$ cat config.mk
export PLATFORM = sky130hd
export DESIGN_NAME = tpb_timer_blocks
export DESIGN_NICKNAME = d
export VERILOG_FILES = /design/src/rtl/tpb_pkg.sv /design/src/rtl/tpb_base_tick.sv /design/src/rtl/tpb_span_timer.sv /design/src/rtl/tpb_timer_blocks.sv
export SDC_FILE = /design/constraint.sdc
export NUM_CORES = 1
export LEC_CHECK = 0
export ABC_AREA = 1
export BUFFER_PORTS_ARGS = -buffer_cell sky130_fd_sc_hd__buf_4
export CAP_MARGIN = 5
export CORE_AREA = 2 2 232 234
export CTS_CLUSTER_DIAMETER = 200
export DETAILED_ROUTE_END_ITERATION = 10
export DIE_AREA = 0 0 234 236
export SKIP_LAST_GASP = 1
export SLEW_MARGIN = 10
export SYNTH_ARGS = -nofsm -noshare
export SYNTH_HDL_FRONTEND = slang
export SYNTH_SLANG_ARGS = --single-unit
$ cat constraint.sdc
create_clock -name core_clk -period 6.2 [get_ports core_clk]
set_clock_uncertainty 0.15 [all_clocks]
set_input_delay 0.93 -clock core_clk [delete_from_list [all_inputs] [get_ports core_clk]]
set_output_delay 0.93 -clock core_clk [all_outputs]
set_load 0.01 [all_outputs]
$ cat src/rtl/tpb_pkg.sv
package tpb_pkg;

  // Base tick and clock rate
  localparam int unsigned CLK_PERIOD_NS = 10;
  localparam int unsigned BASE_TICK_NS = 1000000;
  localparam int unsigned BASE_TICK_CYCLES = BASE_TICK_NS / CLK_PERIOD_NS;

  // Base ticks per count of each time unit
  localparam logic [21:0] UNIT_MS_MUL = 22'h000001;
  localparam logic [21:0] UNIT_S_MUL = 22'h0003E8;
  localparam logic [21:0] UNIT_MIN_MUL = 22'h00EA60;
  localparam logic [21:0] UNIT_H_MUL = 22'h36EE80;

  typedef enum logic [1:0] {
    UNIT_MS = 2'h0,
    UNIT_S = 2'h1,
    UNIT_MIN = 2'h2,
    UNIT_H = 2'h3
  } tpb_unit_t;

  typedef enum logic [2:0] {
    CP_SECOND = 3'h0,
    CP_TEN_SEC = 3'h1,
    CP_MINUTE = 3'h2,
    CP_HOUR = 3'h3,
    CP_DAY = 3'h4
  } tpb_clock_mode_t;

  // Register byte addresses
  localparam logic [7:0] ADDR_RET_CFG = 8'h00;
  localparam logic [7:0] ADDR_PULSE_CFG = 8'h04;
  localparam logic [7:0] ADDR_SQUARE_CFG = 8'h08;
  localparam logic [7:0] ADDR_CLOCK_CFG = 8'h0C;
  localparam logic [7:0] ADDR_STATUS = 8'h10;
  localparam logic [7:0] ADDR_RET_TIME = 8'h14;
  localparam logic [7:0] ADDR_PULSE_TIME = 8'h18;
  localparam logic [7:0] ADDR_SQUARE_TIME = 8'h1C;

  // Field positions
  localparam int unsigned CFG_TIME_LSB = 0;
  localparam int unsigned CFG_UNIT_LSB = 16;
  localparam int unsigned CLK_MODE_LSB = 0;
  localparam int unsigned CLK_EN_BIT = 3;

  // Reset values
  localparam logic [31:0] CFG_RESET = 32'h00000000;
  localparam logic [31:0] CLOCK_CFG_RESET = 32'h00000000;

  localparam logic [1:0] RESP_OKAY = 2'h0;
  localparam logic [1:0] RESP_SLVERR = 2'h2;

  typedef struct packed {
    logic connected;
    logic [15:0] value;
  } tpb_time_in_t;

  typedef struct packed {
    logic [4:0] hour;
    logic [5:0] minute;
    logic [5:0] second;
  } tpb_rtc_t;

  function automatic logic [21:0] unitMultiple(input logic [1:0] unit);
    unique case (unit)
      UNIT_MS: unitMultiple = UNIT_MS_MUL;
      UNIT_S: unitMultiple = UNIT_S_MUL;
      UNIT_MIN: unitMultiple = UNIT_MIN_MUL;
      default: unitMultiple = UNIT_H_MUL;
    endcase
  endfunction : unitMultiple

endpackage : tpb_pkg

$ cat src/rtl/tpb_base_tick.sv
`timescale 1ns/1ps
`default_nettype none
module tpb_base_tick #(
  parameter int unsigned TICK_CYCLES = 100000
) (
  input wire logic core_clk,
  input wire logic reset_n,
  output logic baseTick
);
  import tpb_pkg::*;

  logic [31:0] count_reg;
  logic atEnd;

  assign atEnd = (count_reg == 32'(TICK_CYCLES - 1));

  always_ff @(posedge core_clk) begin
    if (!reset_n) begin
      count_reg <= 32'h00000000;
      baseTick <= 1'b0;
    end else begin
      count_reg <= atEnd ? 32'h00000000 : count_reg + 32'h00000001;
      baseTick <= atEnd;
    end
  end

endmodule : tpb_base_tick
`default_nettype wire

$ cat src/rtl/tpb_span_timer.sv
`timescale 1ns/1ps
`default_nettype none
module tpb_span_timer (
  input wire logic core_clk,
  input wire logic reset_n,
  input wire logic baseTick,
  input wire logic clear,
  input wire logic run,
  input wire logic [21:0] unitMul,
  input wire logic [15:0] limit,
  output logic done
);
  import tpb_pkg::*;

  logic [21:0] sub_reg;
  logic [15:0] main_reg;
  logic atLimit;
  logic subWrap;

  // Compare with >= so a lowered limit still ends the span
  assign atLimit = (main_reg >= limit);
  assign subWrap = (sub_reg == unitMul - 22'h000001);
  // Clear kept out of done: square timer clears on done
  assign done = run & atLimit;

  always_ff @(posedge core_clk) begin
    if (!reset_n || clear) begin
      sub_reg <= 22'h000000;
      main_reg <= 16'h0000;
    end else if (run && baseTick && !atLimit) begin
      sub_reg <= subWrap ? 22'h000000 : sub_reg + 22'h000001;
      main_reg <= subWrap ? main_reg + 16'h0001 : main_reg;
    end
  end

endmodule : tpb_span_timer
`default_nettype wire

$ cat src/rtl/tpb_timer_blocks.sv
`timescale 1ns/1ps
`default_nettype none
module tpb_timer_blocks #(
  parameter int unsigned TICK_CYCLES = tpb_pkg::BASE_TICK_CYCLES
) (
  input wire logic core_clk,
  input wire logic reset_n,
  input wire logic [7:0] s_axi_awaddr,
  input wire logic s_axi_awvalid,
  output logic s_axi_awready,
  input wire logic [31:0] s_axi_wdata,
  input wire logic [3:0] s_axi_wstrb,
  input wire logic s_axi_wvalid,
  output logic s_axi_wready,
  output logic [1:0] s_axi_bresp,
  output logic s_axi_bvalid,
  input wire logic s_axi_bready,
  input wire logic [7:0] s_axi_araddr,
  input wire logic s_axi_arvalid,
  output logic s_axi_arready,
  output logic [31:0] s_axi_rdata,
  output logic [1:0] s_axi_rresp,
  output logic s_axi_rvalid,
  input wire logic s_axi_rready,
  input wire logic retTrigger,
  input wire logic retClear,
  input wire tpb_pkg::tpb_time_in_t retTime,
  input wire logic pulseTrigger,
  input wire tpb_pkg::tpb_time_in_t pulseTime,
  input wire logic squareEnable,
  input wire tpb_pkg::tpb_time_in_t squareTime,
  input wire tpb_pkg::tpb_rtc_t rtcNow,
  output logic retentiveDelayOut,
  output logic pulseRelayOut,
  output logic squareWaveOut,
  output logic clockPulseOut
);
  import tpb_pkg::*;
  typedef enum logic [1:0] {
    SQ_LOW = 2'b01,
    SQ_HIGH = 2'b10
  } tpb_sq_state_t;

  // Writable cfg words 0..3, read-only words 4..7
  function automatic logic isWritable(input logic [7:0] addr);
    isWritable = (addr[7:4] == 4'h0) && (addr[1:0] == 2'h0);
  endfunction : isWritable
  function automatic logic isMapped(input logic [7:0] addr);
    isMapped = (addr[7:5] == 3'h0) && (addr[1:0] == 2'h0);
  endfunction : isMapped
  function automatic logic [31:0] mergeBytes(input logic [31:0] old,
      input logic [31:0] data, input logic [3:0] strb);
    for (int i = 0; i < 4; i++) begin
      mergeBytes[8*i +: 8] = strb[i] ? data[8*i +: 8] : old[8*i +: 8];
    end
  endfunction : mergeBytes
  // Bus slave state
  logic awHeld_reg;
  logic [7:0] awAddr_reg;
  logic wHeld_reg;
  logic [31:0] wData_reg;
  logic [3:0] wStrb_reg;
  logic bValid_reg;
  logic [1:0] bResp_reg;
  logic rValid_reg;
  logic [31:0] rData_reg;
  logic [1:0] rResp_reg;
  logic [31:0] cfg_reg [4];
  logic doWrite;
  logic doRead;
  logic [31:0] readWord;
  logic [31:0] statusWord;
  // Block state
  logic baseTick;
  logic retClearPrev_reg;
  logic retClearRise;
  logic retLatched_reg;
  logic retRun;
  logic retTimerClear;
  logic retDone;
  logic pulseTrigPrev_reg;
  logic pulseRise;
  logic pulseActive_reg;
  logic pulseDone;
  tpb_sq_state_t sqState_reg;
  tpb_sq_state_t sqState_next;
  logic sqDone;
  logic sqTimerClear;
  logic [5:0] secondPrev_reg;
  logic rtcPrimed_reg;
  logic secondChanged;
  logic modeMatch;
  logic clockEvent;
  logic clockPulse_reg;
  logic [15:0] retLimit;
  logic [15:0] pulseLimit;
  logic [15:0] squareLimit;
  logic [21:0] retUnitMul;
  logic [21:0] pulseUnitMul;
  logic [21:0] squareUnitMul;
  logic [2:0] clockMode;
  logic clockEnable;
  // Write address and data taken in either order
  assign s_axi_awready = ~awHeld_reg;
  assign s_axi_wready = ~wHeld_reg;
  assign doWrite = awHeld_reg & wHeld_reg & ~bValid_reg;
  assign s_axi_bvalid = bValid_reg;
  assign s_axi_bresp = bResp_reg;
  assign s_axi_arready = ~rValid_reg;
  assign doRead = s_axi_arvalid & ~rValid_reg;
  assign s_axi_rvalid = rValid_reg;
  assign s_axi_rdata = rData_reg;
  assign s_axi_rresp = rResp_reg;

  always_ff @(posedge core_clk) begin
    if (!reset_n) begin
      awHeld_reg <= 1'b0;
      awAddr_reg <= 8'h00;
    end else if (s_axi_awvalid && !awHeld_reg) begin
      awHeld_reg <= 1'b1;
      awAddr_reg <= s_axi_awaddr;
    end else if (doWrite) begin
      awHeld_reg <= 1'b0;
    end
  end

  always_ff @(posedge core_clk) begin
    if (!reset_n) begin
      wHeld_reg <= 1'b0;
      wData_reg <= 32'h00000000;
      wStrb_reg <= 4'h0;
    end else if (s_axi_wvalid && !wHeld_reg) begin
      wHeld_reg <= 1'b1;
      wData_reg <= s_axi_wdata;
      wStrb_reg <= s_axi_wstrb;
    end else if (doWrite) begin
      wHeld_reg <= 1'b0;
    end
  end

  // Read-only words accept writes silently; holes answer SLVERR
  always_ff @(posedge core_clk) begin
    if (!reset_n) begin
      bValid_reg <= 1'b0;
      bResp_reg <= RESP_OKAY;
    end else if (doWrite) begin
      bValid_reg <= 1'b1;
      bResp_reg <= isMapped(awAddr_reg) ? RESP_OKAY : RESP_SLVERR;
    end else if (s_axi_bready) begin
      bValid_reg <= 1'b0;
    end
  end

  generate
    for (genvar g = 0; g < 4; g++) begin : gCfg
      always_ff @(posedge core_clk) begin
        if (!reset_n) begin
          cfg_reg[g] <= (g == 3) ? CLOCK_CFG_RESET : CFG_RESET;
        end else if (doWrite && isWritable(awAddr_reg) &&
            awAddr_reg[3:2] == 2'(g)) begin
          cfg_reg[g] <= mergeBytes(cfg_reg[g], wData_reg, wStrb_reg);
        end
      end
    end
  endgenerate

  assign statusWord = {24'h000000, rtcPrimed_reg, sqState_reg == SQ_HIGH,
      pulseActive_reg, retLatched_reg, clockPulse_reg, squareWaveOut,
      pulseRelayOut, retentiveDelayOut};

  assign readWord = (s_axi_araddr == ADDR_RET_CFG) ? cfg_reg[0] :
      (s_axi_araddr == ADDR_PULSE_CFG) ? cfg_reg[1] :
      (s_axi_araddr == ADDR_SQUARE_CFG) ? cfg_reg[2] :
      (s_axi_araddr == ADDR_CLOCK_CFG) ? cfg_reg[3] :
      (s_axi_araddr == ADDR_STATUS) ? statusWord :
      (s_axi_araddr == ADDR_RET_TIME) ? {16'h0000, retLimit} :
      (s_axi_araddr == ADDR_PULSE_TIME) ? {16'h0000, pulseLimit} :
      (s_axi_araddr == ADDR_SQUARE_TIME) ? {16'h0000, squareLimit} :
      32'h00000000;

  always_ff @(posedge core_clk) begin
    if (!reset_n) begin
      rValid_reg <= 1'b0;
      rData_reg <= 32'h00000000;
      rResp_reg <= RESP_OKAY;
    end else if (doRead) begin
      rValid_reg <= 1'b1;
      rData_reg <= readWord;
      rResp_reg <= isMapped(s_axi_araddr) ? RESP_OKAY : RESP_SLVERR;
    end else if (s_axi_rready) begin
      rValid_reg <= 1'b0;
    end
  end

  // Time and unit selection
  assign retLimit = retTime.connected ? retTime.value :
      cfg_reg[0][CFG_TIME_LSB +: 16];
  assign pulseLimit = pulseTime.connected ? pulseTime.value :
      cfg_reg[1][CFG_TIME_LSB +: 16];
  assign squareLimit = squareTime.connected ? squareTime.value :
      cfg_reg[2][CFG_TIME_LSB +: 16];
  assign retUnitMul = unitMultiple(cfg_reg[0][CFG_UNIT_LSB +: 2]);
  assign pulseUnitMul = unitMultiple(cfg_reg[1][CFG_UNIT_LSB +: 2]);
  assign squareUnitMul = unitMultiple(cfg_reg[2][CFG_UNIT_LSB +: 2]);
  assign clockMode = cfg_reg[3][CLK_MODE_LSB +: 3];
  assign clockEnable = cfg_reg[3][CLK_EN_BIT];

  // One divider shared by every timer
  tpb_base_tick #(
    .TICK_CYCLES(TICK_CYCLES)
  ) uBaseTick (
    .core_clk(core_clk),
    .reset_n(reset_n),
    .baseTick(baseTick)
  );

  // Retentive on-delay
  assign retClearRise = retClear & ~retClearPrev_reg;
  assign retRun = retTrigger & ~retLatched_reg & ~retClearRise;
  assign retTimerClear = ~retRun;

  tpb_span_timer uRetTimer (
    .core_clk(core_clk),
    .reset_n(reset_n),
    .baseTick(baseTick),
    .clear(retTimerClear),
    .run(retRun),
    .unitMul(retUnitMul),
    .limit(retLimit),
    .done(retDone)
  );

  always_ff @(posedge core_clk) begin
    if (!reset_n) begin
      retClearPrev_reg <= 1'b0;
      retLatched_reg <= 1'b0;
    end else begin
      retClearPrev_reg <= retClear;
      if (retClearRise) begin
        retLatched_reg <= 1'b0;
      end else if (retDone) begin
        retLatched_reg <= 1'b1;
      end
    end
  end

  assign retentiveDelayOut = retLatched_reg;

  // Pulse relay: output rises on the trigger edge, drops after the set time or when the trigger falls
  assign pulseRise = pulseTrigger & ~pulseTrigPrev_reg;

  tpb_span_timer uPulseTimer (
    .core_clk(core_clk),
    .reset_n(reset_n),
    .baseTick(baseTick),
    .clear(~pulseActive_reg),
    .run(pulseActive_reg),
    .unitMul(pulseUnitMul),
    .limit(pulseLimit),
    .done(pulseDone)
  );

  always_ff @(posedge core_clk) begin
    if (!reset_n) begin
      pulseTrigPrev_reg <= 1'b0;
      pulseActive_reg <= 1'b0;
    end else begin
      pulseTrigPrev_reg <= pulseTrigger;
      if (!pulseTrigger) begin
        pulseActive_reg <= 1'b0;
      end else if (pulseRise) begin
        pulseActive_reg <= 1'b1;
      end else if (pulseDone) begin
        pulseActive_reg <= 1'b0;
      end
    end
  end

  // Combinational so the edge shows in its own cycle
  assign pulseRelayOut = pulseTrigger &
      (pulseRise | pulseActive_reg);

  // Square wave; timer restarts on each phase change
  assign sqTimerClear = ~squareEnable | sqDone;

  tpb_span_timer uSquareTimer (
    .core_clk(core_clk),
    .reset_n(reset_n),
    .baseTick(baseTick),
    .clear(sqTimerClear),
    .run(squareEnable),
    .unitMul(squareUnitMul),
    .limit(squareLimit),
    .done(sqDone)
  );
  always_comb begin
    sqState_next = sqState_reg;
    unique case (sqState_reg)
      SQ_LOW: sqState_next = sqDone ? SQ_HIGH : SQ_LOW;
      SQ_HIGH: sqState_next = sqDone ? SQ_LOW : SQ_HIGH;
      default: sqState_next = SQ_LOW;
    endcase
    if (!squareEnable) begin
      sqState_next = SQ_LOW;
    end
  end
  always_ff @(posedge core_clk) begin
    if (!reset_n) begin
      sqState_reg <= SQ_LOW;
    end else begin
      sqState_reg <= sqState_next;
    end
  end

  assign squareWaveOut = (sqState_reg == SQ_HIGH);

  // Real-time pulses; seconds field changes mark clock events
  assign secondChanged = rtcPrimed_reg &&
      (rtcNow.second != secondPrev_reg);

  // Match on field values, not elapsed time, for alignment
  assign modeMatch =
      (clockMode == CP_SECOND) ? 1'b1 :
      (clockMode == CP_TEN_SEC) ? (rtcNow.second % 6'd10 == 6'd0) :
      (clockMode == CP_MINUTE) ? (rtcNow.second == 6'd0) :
      (clockMode == CP_HOUR) ? (rtcNow.second == 6'd0 &&
          rtcNow.minute == 6'd0) :
      (clockMode == CP_DAY) ? (rtcNow.second == 6'd0 &&
          rtcNow.minute == 6'd0 && rtcNow.hour == 5'd0) :
      1'b0;

  assign clockEvent = clockEnable & secondChanged & modeMatch;

  always_ff @(posedge core_clk) begin
    if (!reset_n) begin
      secondPrev_reg <= 6'h00;
      rtcPrimed_reg <= 1'b0;
      clockPulse_reg <= 1'b0;
    end else begin
      secondPrev_reg <= rtcNow.second;
      rtcPrimed_reg <= 1'b1;
      clockPulse_reg <= clockEvent;
    end
  end

  assign clockPulseOut = clockPulse_reg;

endmodule : tpb_timer_blocks
`default_nettype wire

# Word level (Yosys, flattened, before mapping)
# Memories as Yosys holds them, arrays and structs flattened.
# Index checks and enable logic that the tools add are counted.
# classes
n_mux,70
n_eq_ne,27
add_sub_neg,10
magnitude_cmp,3
n_div,1
n_bitwise,31
reduce_logical,55
# op_table
operator,n
$mux 32,8
$pmux 22 s3,3
$mux 8,16
$mux 16,7
$add 22x1->22 const B,3
$eq 22x22->1,3
$mux 22,3
$sub 22x1->22 const B,3
$add 16x1->16 const B,3
$ge 16x16->1,3
$add 32x1->32 const B,1
$eq 32x17->1 const B,1
$eq 8x5->1 const B,4
$mux 1,28
$logic_and 1x1->1,19
$logic_not 6->1,3
$eq 8x4->1 const B,2
$and 1x1->1,13
$eq 2x2->1 const B,6
$logic_not 2->1,6
$not 1->1,12
$eq 2x1->1 const B,5
$reduce_and 2->1,5
$reduce_bool 2->1,5
other kinds (16),35
# totals
reg_bits,245
mem_count,1
mem_bits_rw,128
# mem_list
memory,depth,width,rd,rd_ports_with_merged_regs,wr,line,text
cfg_reg,4,32,4,0,4,tpb_timer_blocks.sv:68,logic [31:0] cfg_reg [4];

# Longest topological paths before layout
# Gate-level depths: netlist (run 1).
# An unclocked memory read counts as a cell.
# logic_depth
word_depth,10
depth_mapped,20

# Modules after synthesis
# A second synthesis (run 1) with hierarchy kept.
# hier_totals
hier_cells,3405
area_unflattened_um2,23631.4
# by_module_without_submodules
mod,area_per_inst_um2,seq_area_each_um2,n_inst,cells_each
tpb_timer_blocks,10343.7,5765.5,1,1213
tpb_span_timer at uPulseTimer ...,3801.1,760.7,2,628
tpb_span_timer at uRetTimer,3713.6,760.7,1,609
tpb_base_tick,1971.9,660.6,1,327

# Worst setup path after synthesis (run 1)
# OpenSTA, ideal clock, no wires.
# synth_timing
path_type,input to register
from,input squareTime[16] (netlist name)
to,register uSquareTimer.main_reg[9]
cell_stages,18
path_buffers,3
setup_time_ns,0.132
slack_ns,2.735
t_arrival_ns,3.182
path_cell_list,clkbuf_1 inv_1 clkbuf_1 nand2_1 nand2_1 inv_1 ha_1 nand2_1 inv_1 o21ai_0 nand2_1 nor2_1 nand3_1 nor2_2 nand2_2 buf_2 nand2_1 a21oi_1
# synth_between
elab_chain_cells,5
elab_cells_between_ends,8
# synth_lines
item,line,text
start: declaration,tpb_timer_blocks.sv:31,"input wire tpb_pkg::tpb_time_in_t squareTime,"
$mux 16 *,tpb_timer_blocks.sv:200,assign squareLimit = squareTime.connected ? squareTime.value :
$ge 16x16->1 *,tpb_span_timer.sv:21,assign atLimit = (main_reg >= limit);
$and 1x1->1 or $logic_not 1->1 (tied branches),"tpb_span_timer.sv:24, tpb_span_timer.sv:30",
$or 1x1->1 or $logic_and 1x1->1 (tied branches),"tpb_timer_blocks.sv:284, tpb_span_timer.sv:30",
$logic_or 1x1->1 or $reduce_and 2->1 (tied branches),n/a,
end signal: assignment,tpb_span_timer.sv:32,main_reg <= subWrap ? main_reg + 16'h0001 : main_reg;
end: declaration,tpb_span_timer.sv:16,logic [15:0] main_reg;
# Every way passes the cells marked *; elsewhere a longest branch is shown, timed or not.
# A chain may end at the register's enable or synchronous reset.

# Worst setup path in the final report (run 1)
# layout_timing
from,input squareTime[16] (netlist name)
to,register uSquareTimer.sub_reg[7]
# layout_between
elab_chain_cells,5
elab_cells_between_ends,7
# layout_lines
item,line,text
$mux 16 *,tpb_timer_blocks.sv:200,
$ge 16x16->1 *,tpb_span_timer.sv:21,
$and 1x1->1,tpb_span_timer.sv:24,assign done = run & atLimit;
$or 1x1->1,tpb_timer_blocks.sv:284,assign sqTimerClear = ~squareEnable | sqDone;
$logic_or 1x1->1,tpb_span_timer.sv:27,if (!reset_n || clear) begin
end signal: assignment,tpb_span_timer.sv:31,sub_reg <= subWrap ? 22'h000000 : sub_reg + 22'h000001;
end: declaration,tpb_span_timer.sv:15,logic [21:0] sub_reg;
# Marked as above.

==> run_results.csv, run 1 <==
group,metric,value,unit
floorplan,die_w,234,µm
placement,portBuffers,173,
timing,rsz0062_at_grt,"false",
global_routing,overflow,0,
floorplan,dieArea,55220,µm²
synthesis,yosysWarnings,0,
placement,post-place-cells,3669,
synthesis,syn_area_per_cell,7.241,µm²
drt,ant_nets,0,
drt,wl,67.73,mm
synthesis,ys_ff_latch,371,
placement,hpwlAfterDp,49.50,mm
setup_path,arrival,4110,ps
clock_network,htree_levels,2,
timing,min_period,3793,ps
power,max-vdd-ir-drop,0.1928,mV
clock_network,cts_buffer_depth,3,
finish,largest_register_ffs,128,
clock_network,clk_latency,610,ps
drt,routed-via-count,20073,
global_routing,grt_pass1_wl,104.3,mm
placement,pre_cts_slack,1866,ps
global_routing,grt_pass1_vias,18946,
status,outcome,"finished, final reports clean",
power,p_per_area,233.9,nW/µm²
global_routing,grt_max_degree,73,
setup_path,critPathMaxFanout,35,
timing,hold_violations,0,
timing,setup_tns,0,ps
floorplan,pin_count,176,
synthesis,postSynthCellCount,2891,
clock_network,clock-root-buffer,"clkbuf_16",
timing,worst_pin_slew,1228,ps
timing,slew_headroom,17.28,%
timing,max_freq,0.2636,GHz
drt,wl_per_cell,18.05,µm
synthesis,syn-cell-area,20940,µm²
finish,drive_gt1_share,10.25,%
finish,layout.nets,3210,
setup_path,cp-start-kind,"primary input",
synthesis,synth_edf_count,128,
clock_network,cts-buffers-inserted,44,
timing,setup_ws,2407,ps
clock_network,cts_resized,0,
timing,hold_slack,302.3,ps
clock_network,clk_pin_slew,60,ps
job,drv_cap,0,
synthesis,ys_types,48,
power,p_leak,9.467,nW
finish,synthToLayoutAreaGrowth,16.02,%
clock_network,hold_buffers,0,
drt,via_per_inst,5.349,
timing,drv_slew,0,
synthesis,synthFlopType,"dfxtp_1",
timing,setup_viol,0,
floorplan,die_h,236,µm
synthesis,seq_area_frac_synth,41.60,%
finish,final_cells,3753,
finish,mostFrequentLayoutCell,"nand2_1",
finish,layout_common_cells,"nand2_1, nor2_1, inv_1",
timing,fin_crit_sh,61.18,%
clock_network,cts_tree,"yes",
synthesis,async_flop_share,0,%
clock_network,cts.sinks,371,
setup_path,crit_required,6510,ps
min_path,hold_class,"flop to flop",
floorplan,core_area,53070,µm²
floorplan,rows,85,
drt,drcViolationCount,0,
drt,drtPass1Iterations,6,
global_routing,antenna_found_initial,2,
setup_path,crit_type,"primary input to flop",
clock_network,cts_setup_buffers,0,
floorplan,start_util,39.45,%
setup_path,cp-end-kind,"flop",
drt,drt_iter0_drc,1688,
placement,gp_congestion,0.9265,
global_routing,track_usage,24.03,%
-- cell families after synthesis --
family | count (synthesis) | share of synthesized area, %
AO/OA/AOI/OAI | 409 | 10.15
XOR/XNOR | 137 | 5.732
adder cells (fa/ha/maj) | 60 | 3.586
buffers and inverters | 440 | 8.254
flip-flops | 371 | 41.60
multiplexers | 1 | 0.05379
other | 1 | 0.01791
AND/OR/NAND/NOR | 1472 | 30.61
-- final cells by class --
type	instances	area, µm²
Antenna cell	2	5.005
Clock buffer	55	1160
Clock inverter	27	299.0
Fill cell	5356	28780
Inverter	317	1194
Multi-Input combinational cell	2081	10520
Sequential cell	371	8708
Tap cell	696	870.8
Timing Repair Buffer	204	1531
-- cells in the mapped netlist (3+ instances only) --
master    instances  share of area [%]
o31ai_1           3               0.11
buf_6             6               0.32
buf_1             6               0.11
inv_1           300                5.4
nor2_4            3               0.16
xnor2_1          32                1.3
nor4_1           17               0.51
and3_1            3              0.090
buf_2            10               0.24
o21ai_0         135                3.2
o21a_1            8               0.29
xor2_1          105                4.4
clkbuf_1         97                1.7
clkinv_1          4              0.072
nand2_2           3              0.090
a31oi_1           3              0.090
a41oi_1           9               0.38
inv_2            11               0.20
nand2_1         633                 11
dfxtp_1         243                 23
nand4_1          72                2.2
nand3b_1         38                1.4
nor2_2            7               0.21
nand3_1         212                5.1
a21oi_1         243                5.8
or2_2             3              0.090
nor2_1          373                6.7
buf_4             4               0.14
nor3b_1           4               0.14
edfxtp_1        128                 18
ha_1             60                3.6
nor3_1           95                2.3
-- path summary, 6_finish.rpt --
kind,start,to,slack (ps),cells after the start
worst max-delay path,squareTime[16],uSquareTimer.sub_reg[7],2410,15
worst min register to register,pulseTrigPrev_reg,pulseActive_reg,300,1
worst max register to register,cfg_reg[0][15],uRetTimer.main_reg[2],2590,10
worst min-delay path,pulseTrigPrev_reg,pulseActive_reg,300,1
-- per-layer routing --
layer | part of all wire [%] | up-vias | global-route usage (%)
met4 | 4.3 | 2 | 10.55
met3 | 7.1 | 150 | 3.760
met2 | 46 | 728 | 38.62
li1 | - | 9760 | -
met1 | 43 | 9433 | 31.80
met5 | 0.024 | - | 0
-- where the power goes --
part,switching [W],total (W),internal (W),leakage [nW]
Clock,0.00113,0.00264,0.00151,0.700
Combinational,0.000276,0.000425,0.000149,5.47
Sequential,0.0000373,0.00262,0.00258,3.30
Total,0.00144,0.00568,0.00424,9.47
-- worst max-delay path, stage by stage --
cell and delay, ps:
buf_4 180, inv_1 350, nand2_1 110, nand2_1 80
inv_1 50, ha_1 290, nand2_1 70, inv_1 30
o21ai_0 150, nand2_1 70, nor2_1 130, nand3_1 210
nor2_1 190, clkinv_1 840, a21oi_1 410
-- metrics by stage --
stage          area (µm²)  utilization, %  total power, W
2_1_floorplan       20940               -        0.002888
3_3_place_gp        22830           43.01        0.003080
3_5_place_dp        22830           43.01        0.003091
4_1_cts             24280           45.76        0.005730
5_1_grt             24280           45.76        0.005882
6_report            24290           45.77        0.005681
No activity file was read; power rests on OpenSTA's default activity.
==> run 2: changes to the inputs <==
==> constraint.sdc (replaced) <==
create_clock -name core_clk -period 3.35 [get_ports core_clk]
set_clock_uncertainty 0.15 [all_clocks]
set_input_delay 0.5025 -clock core_clk [delete_from_list [all_inputs] [get_ports core_clk]]
set_output_delay 0.5025 -clock core_clk [all_outputs]
set_load 0.01 [all_outputs]
==> run 2 against run 1 <==
Effect of this change:
- first-iteration DRC count up 12%
- register-to-register slack worse by 2300 ps
- die area unchanged
- critical endpoint is now uSquareTimer.main_reg[9]
- non-clock buffer count up 36
- critical path depth down 3
- worst setup slack worse by 2100 ps
==> run_results.csv, run 2 (synthesis gave the netlist of run 1 again) <==
group,metric,value,unit
finish,layout.nets,3247,
placement,gp_congestion,0.9512,
finish,antenna_cells,0,
floorplan,die_h,236,µm
clock_network,cts_resized,0,
floorplan,pin_count,176,
drt,ant_nets,0,
power,clkPwrFrac,48.1,%
power,max-vdd-ir-drop,0.3920,mV
finish,final_core_util,46.69,%
setup_path,critPathMaxStageDelay,620,ps
floorplan,dieArea,55220,µm²
clock_network,cts_tree,"yes",
finish,fin_area,24780,µm²
clock_network,clock-root-buffer,"clkbuf_16",
timing,setup_viol,0,
job,drv_cap,0,
min_path,min_to,"secondPrev_reg[5]",
timing,max_freq,0.3246,GHz
timing,fin_crit_sh,91.96,%
drt,drcViolationCount,0,
global_routing,grt_max_degree,64,
setup_path,r2r_end,"uSquareTimer.main_reg[9]",
finish,regArea,8708,µm²
drt,drt_iter0_drc,1887,
power,seqPwrFrac,44.4,%
setup_path,crit_path_cell_trace,"nor2_4 > inv_1 > ha_1 > xnor2_1 > nor2_1 > nand2_1 > nor2_1 > nand2_1 > nor2_4 > nand2_2 > nand2_1 > a21oi_1",
setup_path,crit_required,3680,ps
floorplan,die_w,234,µm
setup_path,regToRegSetupSlack,270,ps
status,outcome,"finished, final reports clean",
drt,wl_per_cell,17.41,µm
finish,nFillCells,5236,
floorplan,rows,85,
clock_network,htree_levels,2,
global_routing,overflow,0,
finish,synthToLayoutAreaGrowth,18.36,%
timing,min_period,3081,ps
floorplan,core_area,53070,µm²
setup_path,cp-start-kind,"flop",
power,p_leak,9.704,nW
power,combPwrFrac,7.5,%
finish,drive_gt1_share,10.90,%
timing,setup_tns,0,ps
setup_path,cp_common_cell,"nand2_1",
setup_path,r2r_cells,12,
timing,slew_headroom,44.58,%
finish,mostFrequentLayoutCell,"nand2_1",
setup_path,cp-end-kind,"flop",
power,power.switching,0.002685,W
setup_path,slowest_stage,"edfxtp_1",
timing,hold_slack,24.70,ps
drt,routed-via-count,19999,
min_path,hold_class,"primary input to flop",
placement,hpwlAfterDp,48.52,mm
power,swShare,24.63,%
clock_network,clk_latency,600,ps
clock_network,cts-buffers-inserted,45,
drt,wl,65.98,mm
drt,drtPass1Iterations,8,
power,internal_power,0.008218,W
clock_network,clk_pin_slew,60,ps
min_path,min_path_cells,3,
setup_path,crit_type,"flop to flop",
timing,hold_violations,0,
global_routing,grt_pass1_vias,18708,
finish,layout_common_cells,"nand2_1, nor2_1, inv_1",
power,p_per_area,440.0,nW/µm²
global_routing,antenna_found_initial,0,
global_routing,grt_pass1_wl,102.5,mm
min_path,min_from,"rtcNow[5]",
finish,multi_input_area,10520,µm²
placement,placed_cell_area,23040,µm²
floorplan,start_util,39.45,%
timing,worst_pin_slew,830.3,ps
setup_path,r2r_start,"cfg_reg[2][17]",
setup_path,arrival,3410,ps
drt,via_per_inst,5.278,
timing,rsz0062_at_grt,"false",
global_routing,track_usage,23.58,%
placement,portBuffers,173,
setup_path,critPathMaxFanout,17,
clock_network,cts.sinks,371,
timing,drv_slew,0,
clock_network,cts_buffer_depth,3,
finish,largest_register_ffs,128,
[run 2: through the flow]
step	power, W	setup slack [ps]	cells
global route	0.01127	20.48	3789
global placement	0.005721	226.0	3690
detailed placement	0.005738	153.9	3690
floorplan	0.005345	312.8	2892
CTS	0.01099	296.3	3788
finish	0.01090	269.2	3789
[run 2: how the worst max path moves through the flow]
stage / from / slack [ps] / to / cells past startpoint
after floorplan: squareTime[16] / 310 / uSquareTimer.main_reg[9] / 18
after global placement: squareTime[16] / 230 / uSquareTimer.main_reg[15] / 16
after global routing: cfg_reg[2][17] / 20 / uSquareTimer.main_reg[7] / 12
after CTS: cfg_reg[2][17] / 300 / uSquareTimer.main_reg[6] / 12
after detailed placement: squareTime[16] / 150 / uSquareTimer.main_reg[6] / 16
final: cfg_reg[2][17] / 270 / uSquareTimer.main_reg[9] / 12
[run 2: timing repair]
item | CTS | global route
endpoints found under the hold margin | 14 | 1
hold buffers | 14 | 1
setup buffers | 0 | 0
[run 2: layout make-up]
type	instances	share of cell area, %
clock buffer	53	4.706
sequential	371	35.14
tap	696	3.514
clock inverter	31	1.702
multi-input combinational	2081	42.44
timing repair buffer	240	7.675
inverter	317	4.817
[run 2: layer usage]
metal  GRT usage, %  vias up  part of all wire (%)
met1          32.52     9347                    45
met2          36.70      684                    45
met3          3.760      125                   6.7
met5              0        -                     0
met4          9.455        0                   4.1
li1               -     9843                     -
[run 2: power groups by stage]
stage	Combinational, W	Clock, W	Sequential (W)
floorplan	0.000430	0	0.00492
global placement	0.000787	0	0.00493
detailed placement	0.000802	0	0.00494
CTS	0.000818	0.00533	0.00484
global route	0.000906	0.00552	0.00485
finish	0.000819	0.00524	0.00484
[run 2: worst max-delay path: cells and delay by family, from the launching register on]
kind	cells	cell delay [ps]
flops	1	620
simple gates	8	1580
xor+xnor	1	140
buf+inv	1	80
compound gates	1	70
fa+ha+maj	1	310
==> run 3: changes to the inputs <==
--- a/config.mk
+++ b/config.mk
@@ -6,12 +6,12 @@
 export NUM_CORES = 1
 export LEC_CHECK = 0
 export ABC_AREA = 1
-export BUFFER_PORTS_ARGS = -buffer_cell sky130_fd_sc_hd__buf_4
 export CAP_MARGIN = 5
 export CORE_AREA = 2 2 232 234
 export CTS_CLUSTER_DIAMETER = 200
 export DETAILED_ROUTE_END_ITERATION = 10
 export DIE_AREA = 0 0 234 236
+export DONT_BUFFER_PORTS = 1
 export SKIP_LAST_GASP = 1
 export SLEW_MARGIN = 10
 export SYNTH_ARGS = -nofsm -noshare
==> constraint.sdc (replaced) <==
create_clock -name core_clk -period 2.9 [get_ports core_clk]
set_clock_uncertainty 0.15 [all_clocks]
set_input_delay 0.435 -clock core_clk [delete_from_list [all_inputs] [get_ports core_clk]]
set_output_delay 0.435 -clock core_clk [all_outputs]
set_load 0.01 [all_outputs]
==> run 3 against run 2 <==
Effect of this change:
- clock power grew 17%
- maximum frequency grew 13%
- first-iteration DRC count shrank 8.4%
- sequential power grew 16%
- final cell count shrank 2.5%
- combinational power shrank 1%
- core utilization shrank 1.1 points
- global-route usage grew 0.43 points
- final area shrank 2.3%
- die area is the same
- worst hold slack lost 11 ps
- largest cell class unchanged
==> run_results.csv, run 3 (synthesis gave the netlist of run 1 again) <==
group,metric,value,unit
status,outcome,"finished, final reports clean",
clock_network,cts-buffers-inserted,45,
timing,rsz0062_at_grt,"true",
floorplan,rows,85,
drt,via_per_inst,5.341,
drt,drt_iter0_drc,1728,
setup_path,regToRegSetupSlack,180,ps
timing,fin_crit_sh,93.88,%
clock_network,htree_levels,2,
finish,final_cells,3694,
floorplan,start_util,39.45,%
global_routing,grt_pass1_wl,104.2,mm
drt,routed-via-count,19728,
drt,wl_per_cell,18.14,µm
setup_path,cp.buffers_inverters,1,
finish,regArea,8708,µm²
power,max-vdd-ir-drop,0.5643,mV
timing,setup_viol,0,
floorplan,die_h,236,µm
clock_network,cts_tree,"yes",
min_path,min_from,"s_axi_wstrb[2]",
global_routing,grt_max_degree,76,
finish,drive_gt1_share,6.718,%
setup_path,crit_type,"flop to flop",
global_routing,track_usage,24.01,%
finish,mostFrequentLayoutCell,"nand2_1",
setup_path,arrival,3040,ps
setup_path,cp_top_family,"simple AND/OR/NAND/NOR gates",
timing,setup_ws,177.5,ps
clock_network,cts.sinks,371,
setup_path,r2r_cells,12,
timing,min_period,2723,ps
floorplan,die_w,234,µm
floorplan,dieArea,55220,µm²
floorplan,pin_count,176,
power,p_leak,9.215,nW
job,drv_cap,0,
placement,gp_congestion,0.9502,
timing,hold_violations,0,
clock_network,clk_pin_slew,60,ps
placement,post-place-cells,3541,
setup_path,cp-end-kind,"flop",
setup_path,r2r_start,"cfg_reg[2][17]",
timing,max_freq,0.3673,GHz
timing,slew_headroom,44.72,%
finish,fin_area,24210,µm²
setup_path,crit_path_cell_trace,"inv_1 > nand2_1 > ha_1 > xor2_1 > nor2_1 > nand3b_1 > nor2_1 > nand2_1 > nor2_4 > nand2_2 > nand2_1 > a21oi_1",
power,p_per_area,517.5,nW/µm²
global_routing,overflow,0,
min_path,min_path_cells,2,
setup_path,cp-start-kind,"flop",
finish,multi_input_area,10530,µm²
clock_network,cts_buffer_depth,3,
drt,drtPass1Iterations,8,
setup_path,crit_path_start,"cfg_reg[2][17]",
drt,ant_nets,0,
clock_network,clk_latency,600,ps
setup_path,cp_common_cell,"nand2_1",
finish,largest_register_ffs,128,
placement,pre_cts_slack,119.4,ps
clock_network,clock-root-buffer,"clkbuf_16",
timing,worst_pin_slew,828.3,ps
setup_path,slowest_stage,"edfxtp_1",
finish,synthToLayoutAreaGrowth,15.63,%
finish,layout.nets,3146,
floorplan,core_area,53070,µm²
setup_path,crit_required,3220,ps
min_path,min_to,"wStrb_reg[2]",
setup_path,r2r_end,"uSquareTimer.main_reg[1]",
timing,drv_slew,0,
drt,drcViolationCount,0,
drt,wl,67.01,mm
placement,placed_cell_area,21930,µm²
placement,portBuffers,0,
finish,layout_common_cells,"nand2_1, nor2_1, inv_1",
global_routing,antenna_found_initial,5,
finish,nFillCells,5239,
setup_path,critPathMaxFanout,16,
placement,hpwlAfterDp,49.04,mm
min_path,hold_class,"primary input to flop",
global_routing,grt_pass1_vias,18860,
setup_path,critPathMaxStageDelay,520,ps
==> run 3: what timing repair did <==
item,in CTS,in global routing
endpoints found under the hold margin,81,0
gates resized for setup,0,5
hold buffers,57,0
endpoints found under the setup margin,0,52
setup buffers,0,6
==> run 3: worst max-delay path by stage <==
stage	slack, ps	to	cells after the start
floorplan	70	uSquareTimer.main_reg[9]	17
global placement	180	uRetTimer.main_reg[6]	13
detailed placement	120	uSquareTimer.sub_reg[5]	15
CTS	160	uRetTimer.sub_reg[7]	13
global route	-20	uPulseTimer.main_reg[5]	15
finish	180	uSquareTimer.main_reg[1]	12
==> run 3: cell type report <==
cell class              instances  area share, %
clock buffers                  57          5.122
inverters                     317          4.947
flip-flops and latches        371          35.97
clock inverters                27          1.566
diodes                          6        0.06203
well taps                     696          3.597
multi-input cells            2081          43.48
repair buffers                139          5.246
==> run 3: metrics by stage <==
stage	TNS, ps	total power, W	hold WS, ps	util, %
after floorplan	0	0.006174	263.2	-
after global placement	0	0.006402	270.5	41.33
after detailed placement	0	0.006421	294.6	41.33
after CTS	0	0.01264	1.075	45.49
after global routing	-74.60	0.01294	6.210	45.61
final	0	0.01253	13.89	45.61
==> run 3: metal layers <==
metal / track usage, % / part of all wire (%) / vias up
met5: 0 / 0 / -
met4: 9.110 / 3.6 / 0
met3: 3.941 / 6.7 / 112
met2: 38.59 / 46 / 670
met1: 32.22 / 43 / 9307
li1: - / - / 9639
==> run 3: power by group <==
| part | total, W | leakage, nW | switching (W) | internal, W |
|---|---|---|---|---|
| clock network | 0.00611 | 0.786 | 0.00242 | 0.00370 |
| logic | 0.000810 | 5.13 | 0.000549 | 0.000261 |
| registers | 0.00560 | 3.30 | 0.0000883 | 0.00551 |
